--- config.mk ---
export PLATFORM = sky130hd
export DESIGN_NAME = timer8_counter_compare_unit
export DESIGN_NICKNAME = d
export VERILOG_FILES = /design/src/rtl/timer8_pkg.sv /design/src/rtl/timer8_tick_gen.sv /design/src/rtl/timer8_counter_compare_unit.sv
export SDC_FILE = /design/constraint.sdc
export NUM_CORES = 1
export LEC_CHECK = 0
export BUFFER_PORTS_ARGS = -buffer_cell sky130_fd_sc_hd__clkbuf_2
export CAP_MARGIN = 30
export CORE_ASPECT_RATIO = 1.1
export CORE_MARGIN = 3
export CORE_UTILIZATION = 30
export CTS_BUF_LIST = sky130_fd_sc_hd__clkbuf_2
export CTS_CLUSTER_DIAMETER = 200
export DETAILED_ROUTE_END_ITERATION = 16
export GPL_ROUTABILITY_DRIVEN = 0
export HOLD_SLACK_MARGIN = 0.02
export SETUP_SLACK_MARGIN = 0.15
export SLEW_MARGIN = 20
export SYNTH_ARGS = -nofsm -noshare
export SYNTH_HDL_FRONTEND = slang
export SYNTH_HIERARCHICAL = 1
export SYNTH_SLANG_ARGS = --single-unit
--- constraint.sdc ---
create_clock -name SYS_CLK -period 2.51 [get_ports SYS_CLK]
set_input_delay 0.3765 -clock SYS_CLK [delete_from_list [all_inputs] [get_ports SYS_CLK]]
set_output_delay 0.3765 -clock SYS_CLK [all_outputs]
set_load 0.02 [all_outputs]
--- src/rtl/timer8_pkg.sv ---
// Package of constants and carrier types for the 8-bit timer/counter
package timer8_pkg;

   // ==========================================
   // Counter values
   localparam logic [7:0] CNT_BOTTOM = 8'h00;
   localparam logic [7:0] CNT_MAX    = 8'hFF;
   localparam logic [7:0] CNT_RESET  = 8'h00;

   // ==========================================
   // Waveform modes
   localparam logic [1:0] WGM_NORMAL = 2'h0;
   localparam logic [1:0] WGM_PCPWM  = 2'h1;
   localparam logic [1:0] WGM_CTC    = 2'h2;
   localparam logic [1:0] WGM_FAST   = 2'h3;

   // ==========================================
   // Output actions
   localparam logic [1:0] COM_OFF    = 2'h0;
   localparam logic [1:0] COM_TOGGLE = 2'h1;
   localparam logic [1:0] COM_CLEAR  = 2'h2;
   localparam logic [1:0] COM_SET    = 2'h3;

   // ==========================================
   // Clock select codes
   localparam logic [2:0] CS_STOP  = 3'h0;
   localparam logic [2:0] CS_DIV1  = 3'h1;
   localparam logic [2:0] CS_DIV8  = 3'h2;
   localparam logic [2:0] CS_DIV64 = 3'h3;
   localparam logic [2:0] CS_DIV256  = 3'h4;
   localparam logic [2:0] CS_DIV1024 = 3'h5;
   localparam logic [2:0] CS_EXT_FALL = 3'h6;
   localparam logic [2:0] CS_EXT_RISE = 3'h7;

   // ==========================================
   // Prescaler
   localparam int          PRESCALE_W = 10;
   localparam logic [9:0]  PRE_RESET  = 10'h000;
   localparam logic [9:0]  PRE_ONE    = 10'h001;
   localparam logic [9:0]  MASK_DIV8    = 10'h007;
   localparam logic [9:0]  MASK_DIV64   = 10'h03F;
   localparam logic [9:0]  MASK_DIV256  = 10'h0FF;
   localparam logic [9:0]  MASK_DIV1024 = 10'h3FF;

   // ==========================================
   // Carrier types
   typedef struct packed {
      logic [2:0] clock_select;
      logic [1:0] waveform_mode;
      logic [1:0] output_action;
   } timer_ctrl_t;

   typedef struct packed {
      logic bottom;
      logic max;
      logic top;
   } count_state_t;

endpackage

--- src/rtl/timer8_tick_gen.sv ---
// Timer tick generator: prescaler taps and synchronised external pin edges
`timescale 1ns/100ps
`default_nettype none

module timer8_tick_gen
   import timer8_pkg::*;
(
   // Clock and reset
   input  wire logic       clk,
   input  wire logic       rst_n,
   // Control
   input  wire logic [2:0] clock_select,
   input  wire logic       prescale_clear,
   // Pin
   input  wire logic       ext_count_pin,
   // Tick
   output logic            timer_tick
);

   logic [PRESCALE_W-1:0] pre_reg;
   logic [2:0]            pin_sync_reg;
   logic                  pin_level_reg;
   logic                  rise;
   logic                  fall;

   // ==========================================
   // Free-running prescaler
   always_ff @(posedge clk or negedge rst_n) begin
      if (!rst_n) begin
         pre_reg <= PRE_RESET;
      end else if (prescale_clear) begin
         pre_reg <= PRE_RESET;
      end else begin
         pre_reg <= pre_reg + PRE_ONE;
      end
   end

   // ==========================================
   // Pin synchroniser; stages two and three must agree
   always_ff @(posedge clk or negedge rst_n) begin
      if (!rst_n) begin
         pin_sync_reg <= 3'h0;
      end else begin
         pin_sync_reg <= {pin_sync_reg[1:0], ext_count_pin};
      end
   end

   always_ff @(posedge clk or negedge rst_n) begin
      if (!rst_n) begin
         pin_level_reg <= 1'h0;
      end else if (pin_sync_reg[1] == pin_sync_reg[2]) begin
         pin_level_reg <= pin_sync_reg[2];
      end
   end

   assign rise = (pin_sync_reg[1] == pin_sync_reg[2]) &&
                 pin_sync_reg[2] && !pin_level_reg;
   assign fall = (pin_sync_reg[1] == pin_sync_reg[2]) &&
                 !pin_sync_reg[2] && pin_level_reg;

   // ==========================================
   // Source select
   always_comb begin
      unique case (clock_select)
         CS_STOP:     timer_tick = 1'b0;
         CS_DIV1:     timer_tick = 1'b1;
         CS_DIV8:     timer_tick = (pre_reg & MASK_DIV8) == MASK_DIV8;
         CS_DIV64:    timer_tick = (pre_reg & MASK_DIV64) == MASK_DIV64;
         CS_DIV256:   timer_tick = (pre_reg & MASK_DIV256) == MASK_DIV256;
         CS_DIV1024:  timer_tick = pre_reg == MASK_DIV1024;
         CS_EXT_FALL: timer_tick = fall;
         CS_EXT_RISE: timer_tick = rise;
      endcase
   end

   chk_stop_no_tick: assert property (
      @(posedge clk) disable iff (!rst_n)
      clock_select == CS_STOP |-> !timer_tick)
      else $error("tick while stopped");

   chk_div8_spacing: assert property (
      @(posedge clk) disable iff (!rst_n)
      (clock_select == CS_DIV8 && timer_tick && !prescale_clear)
      ##1 (clock_select == CS_DIV8 && !prescale_clear) [*8]
      |-> timer_tick && !$past(timer_tick))
      else $error("divide by eight spacing wrong");

endmodule

`default_nettype wire

--- src/rtl/timer8_counter_compare_unit.sv ---
// 8-bit timer/counter with output compare and compare match output unit
`timescale 1ns/100ps
`default_nettype none

module timer8_counter_compare_unit
   import timer8_pkg::*;
(
   // Clock and reset
   input  wire logic        SYS_CLK,
   input  wire logic        RSTN,
   // Control
   input  wire timer_ctrl_t CTRL,
   input  wire logic        PRESCALE_CLEAR,
   input  wire logic        FORCE_MATCH,
   // Counter access
   input  wire logic        CNT_WR,
   input  wire logic [7:0]  CNT_WDATA,
   output logic      [7:0]  CNT_RDATA,
   // Compare access
   input  wire logic        CMP_WR,
   input  wire logic [7:0]  CMP_WDATA,
   output logic      [7:0]  CMP_RDATA,
   // Flags and masks
   input  wire logic        MATCH_FLAG_WR1,
   input  wire logic        OVF_FLAG_WR1,
   input  wire logic        MATCH_SERVICED,
   input  wire logic        OVF_SERVICED,
   input  wire logic        MATCH_INT_EN,
   input  wire logic        OVF_INT_EN,
   input  wire logic        GLOBAL_INT_EN,
   output logic             MATCH_FLAG,
   output logic             OVERFLOW_FLAG,
   output logic             MATCH_IRQ,
   output logic             OVF_IRQ,
   // Pins
   input  wire logic        EXT_COUNT_PIN,
   input  wire logic        PORT_DATA,
   input  wire logic        WAVE_PIN_DIR,
   output logic             WAVE_PIN_O,
   output logic             WAVE_PIN_OE,
   output logic             WAVE_OUT
);

   logic [7:0]   cnt_reg;
   logic [7:0]   cnt_next;
   logic [7:0]   cmp_active_reg;
   logic [7:0]   cmp_buf_reg;
   logic         block_reg;
   logic         match_flag_reg;
   logic         ovf_flag_reg;
   logic         wave_reg;
   logic         wave_next;
   logic         timer_tick;
   logic         match;
   logic         buffered;
   count_state_t cs;

   function automatic logic is_pwm(input logic [1:0] mode);
      return mode == WGM_PCPWM || mode == WGM_FAST;
   endfunction

   function automatic logic apply_action(input logic [1:0] act,
                                         input logic       cur);
      unique case (act)
         COM_OFF:    return cur;
         COM_TOGGLE: return !cur;
         COM_CLEAR:  return 1'b0;
         COM_SET:    return 1'b1;
      endcase
   endfunction

   // ==========================================
   // Tick source
   timer8_tick_gen u_tick (
      .clk            (SYS_CLK),
      .rst_n          (RSTN),
      .clock_select   (CTRL.clock_select),
      .prescale_clear (PRESCALE_CLEAR),
      .ext_count_pin  (EXT_COUNT_PIN),
      .timer_tick     (timer_tick)
   );

   // ==========================================
   // Extremes and compare
   assign buffered = is_pwm(CTRL.waveform_mode);
   assign cs.bottom = cnt_reg == CNT_BOTTOM;
   assign cs.max    = cnt_reg == CNT_MAX;
   assign cs.top    = (CTRL.waveform_mode == WGM_CTC) ?
                      (cnt_reg == cmp_active_reg) : cs.max;
   assign match = (cnt_reg == cmp_active_reg) && !block_reg;

   // ==========================================
   // Counter next value
   always_comb begin
      cnt_next = cnt_reg;
      if (timer_tick) begin
         unique case (CTRL.waveform_mode)
            WGM_NORMAL: cnt_next = cnt_reg + 8'h01;
            WGM_CTC:    cnt_next = cs.top ? CNT_BOTTOM :
                                   cnt_reg + 8'h01;
            WGM_FAST:   cnt_next = cs.max ? CNT_BOTTOM :
                                   cnt_reg + 8'h01;
            WGM_PCPWM:  cnt_next = cs.max ? cnt_reg - 8'h01 :
                                   cnt_reg + 8'h01;
         endcase
      end
   end

   always_ff @(posedge SYS_CLK or negedge RSTN) begin
      if (!RSTN) begin
         cnt_reg <= CNT_RESET;
      end else if (CNT_WR) begin
         cnt_reg <= CNT_WDATA;
      end else begin
         cnt_reg <= cnt_next;
      end
   end

   assign CNT_RDATA = cnt_reg;

   // Block holds until the next tick has passed
   always_ff @(posedge SYS_CLK or negedge RSTN) begin
      if (!RSTN) begin
         block_reg <= 1'b0;
      end else if (CNT_WR) begin
         block_reg <= 1'b1;
      end else if (timer_tick) begin
         block_reg <= 1'b0;
      end
   end

   // ==========================================
   // Compare registers
   always_ff @(posedge SYS_CLK or negedge RSTN) begin
      if (!RSTN) begin
         cmp_buf_reg <= CNT_RESET;
      end else if (CMP_WR) begin
         cmp_buf_reg <= CMP_WDATA;
      end
   end

   always_ff @(posedge SYS_CLK or negedge RSTN) begin
      if (!RSTN) begin
         cmp_active_reg <= CNT_RESET;
      end else if (!buffered && CMP_WR) begin
         cmp_active_reg <= CMP_WDATA;
      end else if (buffered && timer_tick && (cs.max || cs.bottom)) begin
         cmp_active_reg <= cmp_buf_reg;
      end
   end

   assign CMP_RDATA = buffered ? cmp_buf_reg : cmp_active_reg;

   // ==========================================
   // Flags; set wins over clear
   always_ff @(posedge SYS_CLK or negedge RSTN) begin
      if (!RSTN) begin
         match_flag_reg <= 1'b0;
      end else if (timer_tick && match) begin
         match_flag_reg <= 1'b1;
      end else if (MATCH_FLAG_WR1 || MATCH_SERVICED) begin
         match_flag_reg <= 1'b0;
      end
   end

   always_ff @(posedge SYS_CLK or negedge RSTN) begin
      if (!RSTN) begin
         ovf_flag_reg <= 1'b0;
      end else if (timer_tick && !CNT_WR && cs.max &&
                   CTRL.waveform_mode != WGM_PCPWM) begin
         ovf_flag_reg <= 1'b1;
      end else if (timer_tick && !CNT_WR && cs.bottom &&
                   CTRL.waveform_mode == WGM_PCPWM) begin
         ovf_flag_reg <= 1'b1;
      end else if (OVF_FLAG_WR1 || OVF_SERVICED) begin
         ovf_flag_reg <= 1'b0;
      end
   end

   assign MATCH_FLAG    = match_flag_reg;
   assign OVERFLOW_FLAG = ovf_flag_reg;
   assign MATCH_IRQ = match_flag_reg && MATCH_INT_EN && GLOBAL_INT_EN;
   assign OVF_IRQ   = ovf_flag_reg && OVF_INT_EN && GLOBAL_INT_EN;

   // ==========================================
   // Waveform generator
   always_comb begin
      wave_next = wave_reg;
      if (FORCE_MATCH && !buffered) begin
         wave_next = apply_action(CTRL.output_action, wave_reg);
      end else if (timer_tick) begin
         if (CTRL.waveform_mode == WGM_FAST &&
             CTRL.output_action[1]) begin
            if (match && !cs.max) begin
               wave_next = CTRL.output_action[0];
            end else if (cs.max && cmp_active_reg != CNT_MAX) begin
               wave_next = !CTRL.output_action[0];
            end else if (cs.max) begin
               wave_next = CTRL.output_action[0] ? 1'b0 : 1'b1;
            end
         end else if (match) begin
            wave_next = apply_action(CTRL.output_action, wave_reg);
         end
      end
   end

   always_ff @(posedge SYS_CLK or negedge RSTN) begin
      if (!RSTN) begin
         wave_reg <= 1'b0;
      end else begin
         wave_reg <= wave_next;
      end
   end

   // ==========================================
   // Pin override
   assign WAVE_OUT    = wave_reg;
   assign WAVE_PIN_O  = (CTRL.output_action != COM_OFF) ?
                        wave_reg : PORT_DATA;
   assign WAVE_PIN_OE = WAVE_PIN_DIR;

   // ==========================================
   // Checks
   chk_write_priority: assert property (
      @(posedge SYS_CLK) disable iff (!RSTN)
      CNT_WR |=> cnt_reg == $past(CNT_WDATA))
      else $error("counter write lost");

   chk_stop_holds: assert property (
      @(posedge SYS_CLK) disable iff (!RSTN)
      CTRL.clock_select == CS_STOP && !CNT_WR |=> $stable(cnt_reg))
      else $error("counter moved while stopped");

   chk_normal_count: assert property (
      @(posedge SYS_CLK) disable iff (!RSTN)
      timer_tick && !CNT_WR && CTRL.waveform_mode == WGM_NORMAL
      |=> cnt_reg == $past(cnt_reg) + 8'h01)
      else $error("normal mode increment wrong");

   chk_ctc_clear: assert property (
      @(posedge SYS_CLK) disable iff (!RSTN)
      timer_tick && !CNT_WR && CTRL.waveform_mode == WGM_CTC &&
      cnt_reg == cmp_active_reg |=> cnt_reg == CNT_BOTTOM)
      else $error("clear on match missed");

   chk_match_flag_set: assert property (
      @(posedge SYS_CLK) disable iff (!RSTN)
      timer_tick && match |=> match_flag_reg)
      else $error("match flag not set");

   chk_block_match: assert property (
      @(posedge SYS_CLK) disable iff (!RSTN)
      CNT_WR ##1 (timer_tick && !match_flag_reg && !MATCH_FLAG_WR1)
      |=> !match_flag_reg)
      else $error("blocked match set flag");

   chk_irq_gate: assert property (
      @(posedge SYS_CLK) disable iff (!RSTN)
      MATCH_IRQ |-> MATCH_INT_EN && GLOBAL_INT_EN && match_flag_reg)
      else $error("match request not gated");

   chk_force_no_flag: assert property (
      @(posedge SYS_CLK) disable iff (!RSTN)
      FORCE_MATCH && !timer_tick && !match_flag_reg |=> !match_flag_reg)
      else $error("force set match flag");

   chk_direct_cmp: assert property (
      @(posedge SYS_CLK) disable iff (!RSTN)
      CMP_WR && !buffered |=> cmp_active_reg == $past(CMP_WDATA))
      else $error("direct compare write lost");

   chk_off_holds: assert property (
      @(posedge SYS_CLK) disable iff (!RSTN)
      CTRL.output_action == COM_OFF && !(CTRL.waveform_mode == WGM_FAST)
      |=> $stable(wave_reg))
      else $error("wave output changed with action off");

   cov_ctc_wrap: cover property (@(posedge SYS_CLK) disable iff (!RSTN)
      CTRL.waveform_mode == WGM_CTC && timer_tick && match);
   cov_overflow: cover property (@(posedge SYS_CLK) disable iff (!RSTN)
      $rose(ovf_flag_reg));
   cov_force: cover property (@(posedge SYS_CLK) disable iff (!RSTN)
      FORCE_MATCH && CTRL.output_action == COM_TOGGLE);
   cov_buffer_load: cover property (@(posedge SYS_CLK) disable iff (!RSTN)
      buffered && timer_tick && (cs.max || cs.bottom) &&
      cmp_buf_reg != cmp_active_reg);

endmodule

`default_nettype wire

-- Word-level counts from Yosys, hierarchy flattened
Cells that the tools add are included.
- flip-flop bits (word level): 42
- input port bits: 39
- output and inout bits: 23
- logic and storage cells: 111
- add/sub/neg operators: 3
- equal/unequal tests: 23
- muxes and demuxes: 29
- reduce and logical (&&, ||, !) cells: 46
- operator list (cell ; count):
    two-way mux 8 bit ; 8
    one-hot mux 8 bit (4 select lines) ; 1
    logical AND 1 bit ; 22
    two-way mux 1 bit ; 17
    equality test 8 bit (second input constant) ; 2
    equality test 3 bit (second input constant) ; 5
    adder 10 x 1 -> 10 bit (second input constant) ; 1
    equality test 10 bit (second input constant) ; 1
    two-way mux 10 bit ; 1
    nonzero test 2 bit ; 5
    adder 8 x 1 -> 8 bit (second input constant) ; 1
    equality test 2 bit (second input constant) ; 4
    equality test 8 bit ; 1
    logical NOT 1 bit ; 8
    logical NOT 8 bit ; 1
    inequality test 8 bit (second input constant) ; 1
    one-hot mux 1 bit (8 select lines) ; 1
    subtractor 8 x 1 -> 8 bit (second input constant) ; 1
    equality test 3 x 2 -> 1 bit (second input constant) ; 2
    equality test 6 bit (second input constant) ; 1
    nonzero test 3 bit ; 2
    inequality test 5 x 3 -> 1 bit (second input constant) ; 1
    equality test 2 x 1 -> 1 bit (second input constant) ; 2
    logical NOT 2 bit ; 2
    other kinds (7) ; 10

-- Longest topological paths before layout
Gate-level depths: netlist of the first run.
- depth in word-level cells: 9
- gate-level depth with buffers: 11
- depth with buffers taken out: 10

-- By module
Netlist of the first run, hierarchy kept.
- by module, submodules not included (module ; instances ; cells an instance ; area an instance (um2) ; sequential area each (um2)):
    timer8_counter_compare_unit ; 1 ; 183 ; 1856.8 ; 700.7
    timer8_tick_gen ; 1 ; 64 ; 674.4 ; 350.3

-- Worst setup path after synthesis of the first run
No wires, ideal clock.
- kind: reg-to-reg
- start: reg u_tick.pre_reg[0]
- end: reg wave_reg (netlist: WAVE_OUT)
- arrival time: 2196 ps
- data required time: 2406 ps
- slack: 211 ps
- stages on the path, launching flop included: 10
- buffers on the path: 0
- clock period less this slack: 2299 ps
- cells stage by stage: dfrtp_1 > ha_1 > nand4_2 > a211oi_1 > o21ai_0 > a21oi_1 > clkinv_1 > nor4_4 > nor2_1 > o41ai_2
- cells in the longest elaborated chain, start to end: 4
- elaborated cells between the ends (all ways): 7
- those cells by class: 4 x eq/ne; 1 x mux; 2 x reduce/logical
- RTL lines (what ; RTL line ; source):
    from (decl) ; timer8_tick_gen.sv:20 ; logic [PRESCALE_W-1:0] pre_reg;
    from (signal assigned) ; timer8_tick_gen.sv:34 ; pre_reg <= pre_reg + PRE_ONE;
    equality test 10 bit, or another cell as far along ; timer8_tick_gen.sv:70 ; CS_DIV1024: timer_tick = pre_reg == MASK_DIV1024;
    one-hot mux 1 bit (8 select lines) * ; timer8_tick_gen.sv:64 ; unique case (clock_select)
    net timer_tick ; timer8_counter_compare_unit.sv:53 ; logic timer_tick;
    nonzero test 2 bit (no source line) * ; n/a ;
    AND reduction 3 bit (no source line) * ; n/a ;
    to (signal assigned) ; timer8_counter_compare_unit.sv:211 ; wave_reg <= wave_next;
    to (decl) ; timer8_counter_compare_unit.sv:51 ; logic wave_reg;
The timed path passes the listed nets; every way through them passes the cells marked *.
A chain may end at the register's enable or synchronous reset.

-- Final worst setup path of the first run
- start: reg u_tick.pre_reg[0]
- end: reg cmp_active_reg[6]
- cells in the longest elaborated chain, start to end: 5
- elaborated cells between the ends (all ways): 8
- those cells by class: 4 x eq/ne; 1 x mux; 3 x reduce/logical
- RTL lines (what ; RTL line ; source):
    equality test 10 bit, or another cell as far along ; timer8_tick_gen.sv:70 ;
    one-hot mux 1 bit (8 select lines) * ; timer8_tick_gen.sv:64 ;
    net timer_tick ; timer8_counter_compare_unit.sv:53 ;
    logical AND 1 bit * (2 in a row) ; timer8_counter_compare_unit.sv:147 ; end else if (buffered && timer_tick && (cs.max || cs.bottom)) begin
    nonzero test 2 bit (no source line) * ; n/a ;
    to (signal assigned) ; timer8_counter_compare_unit.sv:148 ; cmp_active_reg <= cmp_buf_reg;
    to (decl) ; timer8_counter_compare_unit.sv:46 ; logic [7:0] cmp_active_reg;
Marks and branches as above.

==> results of run 1 <==
-- Yosys cell counts, drive strengths merged (5+ instances only) --
library cell,instances,area [sq um]
nor2,24,90.1
xnor2,9,78.8
dfrtp,42,1050
mux2,32,360
nand4,7,50.1
inv,12,45.0
xor2,8,70.1
buf,9,57.6
o21ai,8,40.0
nand2,16,60.1
ha,7,87.6
a21oi,9,45.0
nand3,11,55.1
and3,5,31.3
-- tightest hold or removal path, stage by stage --
cell,delay [ps]
clkbuf_2,80
inv_1,50
a21oi_1,60
-- routing by layer --
layer | part of all wire (%) | up-vias | global-route usage (%)
met2 | 47 | 54 | 21.5
met5 | 0 | - | 0
met3 | 4.8 | 6 | 2.43
met4 | 1.3 | 0 | 4.00
met1 | 47 | 983 | 18.0
li1 | - | 1005 | -
-- metrics by stage --
step           utilization [%]  hold slack (ps)
5_1_grt                   37.8              118
2_1_floorplan                -             80.9
4_1_cts                   37.5              108
6_report                  37.8              155
3_3_place_gp              36.3              333
3_5_place_dp              36.3              341
-- area by class of cell --
type,instances,area share (%)
Tap cell,108,4.44
Clock inverter,2,1.23
Multi-Input combinational cell,180,45.1
Sequential cell,42,34.6
Timing Repair Buffer,67,12.0
Inverter,13,1.69
Clock buffer,6,0.988
-- layout by cell type, fill, tap and decap left out, types with 8 or more instances in the layout --
| master | count |
|---|---|
| clkbuf_2 | 65 |
| dfrtp_1 | 42 |
| mux2_2 | 32 |
| nor2_1 | 23 |
| nand2_1 | 16 |
| inv_1 | 12 |
| nand3_1 | 10 |
| xnor2_1 | 9 |
| o21ai_0 | 8 |
| xor2_1 | 8 |
| a21oi_1 | 8 |
-- path summary, 6_finish.rpt --
check / startpoint / endpoint / cells past startpoint
setup / recovery: u_tick/pre_reg[0] / cmp_active_reg[6] / 10
hold / removal: CNT_WDATA[2] / CNT_RDATA[2] / 3
setup reg to reg: u_tick/pre_reg[0] / cmp_active_reg[6] / 10
hold reg to reg: u_tick/pin_sync_reg[0] / u_tick/pin_sync_reg[1] / 0
max in group asynchronous: RSTN / cmp_buf_reg[0] / 3
min in group asynchronous: RSTN / cmp_active_reg[5] / 3
-- cells by family (layout without fill, tap and decap cells) --
group,after synthesis,count (layout)
mux,33,33
simple gates,82,82
xor+xnor,17,17
flops,42,42
buf+inv,25,88
compound gates,41,41
fa+ha+maj,7,7
-- power by group --
part           switching [W]  total, W  leakage, nW  internal (W)
combinational       0.000258  0.000480        0.837      0.000222
clock               0.000238  0.000410       0.0392      0.000172
sequential         0.0000912  0.000838        0.516      0.000747
total               0.000587   0.00173         1.39       0.00114
-- repair_timing --
action,in CTS,in global routing
setup endpoints to repair,8,15
gates resized for setup,3,5
hold endpoints to repair,35,0
buffers inserted,0,1
pin swaps,0,2
hold buffers,2,0
==> impl_metrics.ini, run 1 <==
[finish]
area.growth.synth_to_final_pct = 20.1
fin_nets = 355
fin_cells = 418
largest_reg_flops = 10
multi_input_area_sq_um = 1370
drive_above_1_share_pct = 39.0
final-seq-area_sq_um = 1050
diodes = 0
finalInstanceArea_sq_um = 3040
n_fill_cell = 827

[timing]
period_minus_slack_ps = 2280
maxSlewViolCount = 0
worstMarginPinSlew_ps = 539
rsz0062_at_grt = no
finalCritPeriodShare_pct = 90.7
setup_ws_ps = 233
setup_viol = 0
fin_tns_setup_ps = 0
clock_skew_ps = 22.8
slew_headroom_pct = 64.1
max_freq_mhz = 439
hold_viol_final = 0

[power]
max-vdd-ir-drop_uv = 255
p_total_w = 0.00173
powerDensity_nw_per_um2 = 568
power.static_leakage_nw = 1.39

[synthesis]
synthSimpleGateAreaFrac_pct = 17.4
synth_seq_cells = 42
syn_area_per_cell_sq_um = 10.2
synth_area_sq_um = 2530
synth_nets = 293
synth_top_family_by_area = simple AND/OR/NAND/NOR gates
synth-compound-area-share_pct = 12.0
netlist-cell-type-count = 51
ys.flop_type = dfrtp_1
synth-edff-count = 0
yosys_warnings = 6
synth_xor_area_share_pct = 5.88
synthCells = 247
yosysSeqAreaShare_pct = 41.5
synthArstFlopShare_pct = 100
synth-adder-area-share_pct = 3.46
synth.area.mux_share_pct = 14.6

[clock_network]
clk_pin_slew_ps = 240
clockBufferDepth = 2
insertion_delay_ps = 410
cts_tree = built
cts_buffers = 5
h-tree-depth = 2
cts-root-buf = clkbuf_2
clkSinkCount = 42

[critical_path]
cp-end-kind = flip-flop
rrSetupSlack_ps = 230
critPathSlowestCell = dfrtp_1
path_delay_family = compound AO/OA/AOI/OAI gates
cp_slowest_stage_delay_ps = 450
path_class = reg -> reg
path_max_fanout = 10
crit_chain = ha_2 > ha_1 > a211oi_1 > a41oi_1 > o21ai_0 > a21oi_2 > buf_4 > a31oi_2 > buf_6 > mux2_2
cp.arrival_ps = 2610
start_kind = flip-flop
worstPathRequired_ps = 2840
path_buf_inv = 2

[global_routing]
gr-total-overflow = 0
grt_antenna_before_repair = 0
grt_pass1_wl_mm = 10.0
grt_util_all_layers_pct = 13.2
first_global_vias = 2056
grt_max_degree = 43

[die]
floorplan.die_area_sq_um = 9580
ioPinCount = 62
core-area_sq_um = 8040
start_util_pct = 31.5
die_w_um = 93.6
fp.dieH_um = 102
row_count = 34

[job]
cap_violations = 0

[routing]
vias = 2048
via_per_inst = 4.90
drt-total-wl_mm = 6.00
drtIter0Drc = 76
drt-pass1-iter-count = 4
wl_per_cell_um = 14.3
drc = 0
ant_nets = 0

[placed_design]
post-place-ws_ps = -43.2
io_buffers = 59
placed_area_sq_um = 2920
dpl.cell_count = 407
dp_hpwl_mm = 4.44

[status]
outcome = completed

[hold_path]
worstHoldPathType = in -> reg
Note: power is estimated with default switching activity, not from simulation.
==> run 2: changes to the inputs <==
==> constraint.sdc (replaced) <==
create_clock -name SYS_CLK -period 2.51 [get_ports SYS_CLK]
set_input_delay 0.1255 -clock SYS_CLK [delete_from_list [all_inputs] [get_ports SYS_CLK]]
set_output_delay 0.1255 -clock SYS_CLK [all_outputs]
set_load 0.02 [all_outputs]
==> run 2 against run 1 <==
Sequential cell count did not move; clock skew increased by 15 ps; clock power up 27%; power up 8.4%; sequential share of layout area shrank 3.0 points; worst hold slack got worse by 100 ps; design area rose by 9.5%.
==> impl_metrics.ini, run 2 (same netlist as run 1, synthesis figures left out) <==
[global_routing]
grt_max_degree = 27
grt_antenna_before_repair = 0
gr-total-overflow = 0
grt_pass1_wl_mm = 10.4
grt_util_all_layers_pct = 13.5
first_global_vias = 2202

[placed_design]
placed_area_sq_um = 2930
dp_hpwl_mm = 4.60
post-place-ws_ps = -3.27
io_buffers = 59

[critical_path]
cp.arrival_ps = 2630
cp-end-kind = flip-flop
worstPathRequired_ps = 2870
path_max_fanout = 10
path_class = reg -> reg
start_kind = flip-flop

[clock_network]
cts_buffers = 5
h-tree-depth = 2
clk_pin_slew_ps = 270
cts_tree = built
insertion_delay_ps = 440
clkSinkCount = 42
clockBufferDepth = 2
cts-root-buf = clkbuf_2

[finish]
finalInstanceArea_sq_um = 3330
area.growth.synth_to_final_pct = 31.6
final_cell_mix = clkbuf_2, dfrtp_1, mux2_2, dlygate4sd3_1, nor2_1
largest_reg_flops = 10
final-seq-area_sq_um = 1050
mostFrequentLayoutCell = clkbuf_2
diodes = 0
n_fill_cell = 806
multi_input_area_sq_um = 1390
drive_above_1_share_pct = 36.0
fin_nets = 378

[timing]
clock_skew_ps = 37.9
fin_tns_setup_ps = 0
hold_viol_final = 0
slew_headroom_pct = 66.6
worstMarginPinSlew_ps = 502
rsz0062_at_grt = no
period_minus_slack_ps = 2270
setup_ws_ps = 240
finalCritPeriodShare_pct = 90.4
maxSlewViolCount = 0
max_freq_mhz = 441
setup_viol = 0

[power]
p_comb_share_pct = 27.3
intPower_w = 0.00127
powerDensity_nw_per_um2 = 562
power.share.sequential_pct = 44.8
switchingPower_w = 0.000604
p_total_w = 0.00187
max-vdd-ir-drop_uv = 298
p_sw_share_pct = 32.3
power.static_leakage_nw = 1.52
clockPowerShare_pct = 27.9

[die]
core-area_sq_um = 8040
floorplan.die_area_sq_um = 9580
ioPinCount = 62
die_w_um = 93.6
start_util_pct = 31.5
row_count = 34
fp.dieH_um = 102

[status]
outcome = completed

[routing]
ant_nets = 0
drt-pass1-iter-count = 5
drtIter0Drc = 95
drt-total-wl_mm = 6.21
drc = 0
wl_per_cell_um = 14.1
via_per_inst = 4.88
vias = 2150

[hold_path]
worstHoldPathType = in -> reg

[job]
cap_violations = 0
-- run 2: worst max-delay path, cell delays in order, from the launching register on --
cell and delay [ps]:
dfrtp_1 470, ha_4 200, ha_1 190, a211oi_1 220, a41oi_1 70, o21ai_1 130
a21oi_2 60, buf_4 180, a31oi_2 170, buf_4 190, mux2_2 340
-- run 2: power by group through the flow --
stage               Clock (W)  Combinational [W]  Sequential [W]
finish               0.000522           0.000512        0.000839
detailed placement          0           0.000473        0.000851
global placement            0           0.000466        0.000848
floorplan                   0           0.000333        0.000834
global route         0.000563           0.000572        0.000854
CTS                  0.000534           0.000508        0.000838
-- run 2: per-stage QoR --
stage                     utilization [%]  cells  hold WS (ps)
after floorplan                         -    247          -170
after global placement               36.2    406           235
after detailed placement             36.5    407           118
after CTS                            40.9    441          36.5
after global routing                 41.4    441          32.2
final                                41.4    441          51.8
-- run 2: worst paths after layout --
check                                        from                      to  slack, ps  cells past startpoint
setup reg to reg                u_tick/pre_reg[0]       cmp_active_reg[1]        240                     10
setup / recovery                u_tick/pre_reg[0]       cmp_active_reg[1]        240                     10
hold reg to reg            u_tick/pin_sync_reg[0]  u_tick/pin_sync_reg[1]        390                      0
min in group asynchronous                    RSTN            CNT_RDATA[3]        130                      2
hold / removal                            CTRL[1]                WAVE_OUT         50                      3
max in group asynchronous                    RSTN          cmp_buf_reg[0]       1830                      3
-- run 2: routing by layer --
metal	share of wire [%]	routed length [um]	global-route usage, %
met5	0	0	0
met4	1.0	63	4.00
met1	46	2830	17.6
met3	5.4	338	2.72
met2	48	2980	22.8
-- run 2: layout make-up --
class,instances,area share (%)
multi-input combinational,180,41.6
inverter,13,1.88
clock inverter,3,2.07
clock buffer,5,0.751
sequential,42,31.6
timing repair buffer,90,18.1
tap,108,4.06
-- run 2: what timing repair did --
action | CTS | global route
pin swaps | 2 | 3
endpoints found under the hold margin | 74 | 0
endpoints found under the setup margin | 6 | 15
gates resized for setup | 1 | 9
gates cloned | 0 | 0
setup buffers | 1 | 0
hold buffers | 25 | 0
==> run 3: changes to the inputs <==
--- a/config.mk
+++ b/config.mk
@@ -14,6 +14,7 @@
 export CTS_CLUSTER_DIAMETER = 200
 export DETAILED_ROUTE_END_ITERATION = 16
 export GPL_ROUTABILITY_DRIVEN = 0
+export GPL_TIMING_DRIVEN = 0
 export HOLD_SLACK_MARGIN = 0.02
 export SETUP_SLACK_MARGIN = 0.15
 export SLEW_MARGIN = 20
==> constraint.sdc (replaced) <==
create_clock -name SYS_CLK -period 1.8 [get_ports SYS_CLK]
set_input_delay 0.09 -clock SYS_CLK [delete_from_list [all_inputs] [get_ports SYS_CLK]]
set_output_delay 0.09 -clock SYS_CLK [all_outputs]
set_load 0.02 [all_outputs]
==> run 3 against run 2 <==
The flow now finishes with violations (negative setup slack); wire length increased by 2.0%; via count grew 2.7%; sequential share of layout area decreased by 2.8 points; register-to-register slack got worse by 660 ps; clock power grew 9.8%; largest cell class unchanged.
==> impl_metrics.ini, run 3 (same netlist as run 1, synthesis figures left out) <==
[placed_design]
io_buffers = 57
dpl.cell_count = 413
dp_hpwl_mm = 4.64

[routing]
via_per_inst = 4.76
wl_met2_mm = 3.19
drtIter0Drc = 68
drc = 0
vias = 2209
met3_length_um = 293
met1_length_mm = 2.78
ant_nets = 0
wl_per_cell_um = 13.7
drt-total-wl_mm = 6.34
drt-pass1-iter-count = 4
top_layer = met4

[clock_network]
clockBufferDepth = 2
cts-root-buf = clkbuf_2
cts_tree = built
clk_pin_slew_ps = 250
insertion_delay_ps = 420
cts_buffers = 5
h-tree-depth = 2
clkSinkCount = 42

[timing]
rsz0062_at_grt = yes
hold_viol_final = 0
setup_ws_ps = -420
worstMarginPinSlew_ps = 657
fin_tns_setup_ps = -7040
slew_headroom_pct = 56.2
clock_skew_ps = 28.3
period_minus_slack_ps = 2220
setup_viol = 20
max_freq_mhz = 450
maxSlewViolCount = 0
finalCritPeriodShare_pct = 123

[die]
ioPinCount = 62
floorplan.die_area_sq_um = 9580
start_util_pct = 31.5
row_count = 34
core-area_sq_um = 8040
fp.dieH_um = 102
die_w_um = 93.6

[power]
max-vdd-ir-drop_uv = 315
p_total_w = 0.00259
powerDensity_nw_per_um2 = 708
power.static_leakage_nw = 1.67

[finish]
final_cell_mix = clkbuf_2, dfrtp_1, dlygate4sd3_1, mux2_2, nor2_1
final_util_pct = 45.5
n_fill_cell = 765
mostFrequentLayoutCell = clkbuf_2
fin_cells = 464
largest_reg_flops = 10
drive_above_1_share_pct = 42.4
area.growth.synth_to_final_pct = 44.6
fin_nets = 401
diodes = 0

[global_routing]
grt_antenna_before_repair = 0
first_global_vias = 2194
grt_pass1_wl_mm = 10.5
grt_util_all_layers_pct = 13.9
grt_max_degree = 29
gr-total-overflow = 0

[hold_path]
worstHoldPathType = in -> reg

[job]
cap_violations = 0

[critical_path]
worstPathRequired_ps = 2120
path_delay_family = compound AO/OA/AOI/OAI gates
cp-end-kind = flip-flop
cp.arrival_ps = 2540
cp_slowest_stage_delay_ps = 460
path_max_fanout = 6
path_class = reg -> reg
critPathSlowestCell = dfrtp_1
path_buf_inv = 2
start_kind = flip-flop
crit_chain = ha_4 > ha_4 > a211oi_2 > a41oi_1 > o21ai_1 > a21oi_2 > buf_4 > clkbuf_16 > a32o_1 > o32a_2 > o41ai_2
cp_common_cell = ha_4

[status]
failed_checks = negative setup slack
outcome = finished with violations
run 3: report_power, final:
group | internal (W) | total (W) | switching (W) | leakage (nW)
sequential | 0.00104 | 0.00114 | 0.0000978 | 0.516
clock | 0.000233 | 0.000573 | 0.000340 | 0.0352
combinational | 0.000449 | 0.000879 | 0.000430 | 1.12
total | 0.00172 | 0.00259 | 0.000868 | 1.67
run 3: worst paths after layout:
check	startpoint	cells after the start	slack, ps	end
max reg2reg	u_tick/pre_reg[0]	11	-420	WAVE_OUT
min reg2reg	u_tick/pin_sync_reg[0]	0	380	u_tick/pin_sync_reg[1]
max	u_tick/pre_reg[0]	11	-420	WAVE_OUT
min	CMP_WR	2	60	cmp_buf_reg[1]
min in group asynchronous	RSTN	2	100	CNT_RDATA[7]
max in group asynchronous	RSTN	3	1200	cmp_buf_reg[3]
run 3: area by class of cell:
class	count	area [sq um]	area share, %
clock inverter	3	45.0	1.23
multi-input combinational	180	1510	41.3
inverter	13	53.8	1.47
clock buffer	5	25.0	0.684
buffer	12	90.1	2.46
tap	108	135	3.69
sequential	42	1050	28.7
timing repair buffer	101	749	20.5
run 3: through the flow:
step	worst slack [ps]	hold slack, ps	cell area, sq um
6_report	-420	62.8	3660
5_1_grt	-559	23.6	3660
4_1_cts	-426	41.9	3610
3_5_place_dp	-598	52.8	3050
3_3_place_gp	-548	198	3030
2_1_floorplan	-267	-206	2610
run 3: timing repair:
| item | CTS | global route |
|---|---|---|
| resized for setup | 18 | 8 |
| hold buffers | 25 | 0 |
| endpoints found under the setup margin | 20 | 20 |
| hold endpoints to repair | 80 | 0 |
| pin swaps | 14 | 6 |
| setup buffers | 16 | 2 |
run 3: layer usage:
metal / global-route usage, % / vias to the layer above
met2: 25.2 / 57
met3: 2.72 / 6
met4: 4.00 / 0
met1: 16.8 / 1047
li1: - / 1099
met5: 0 / -
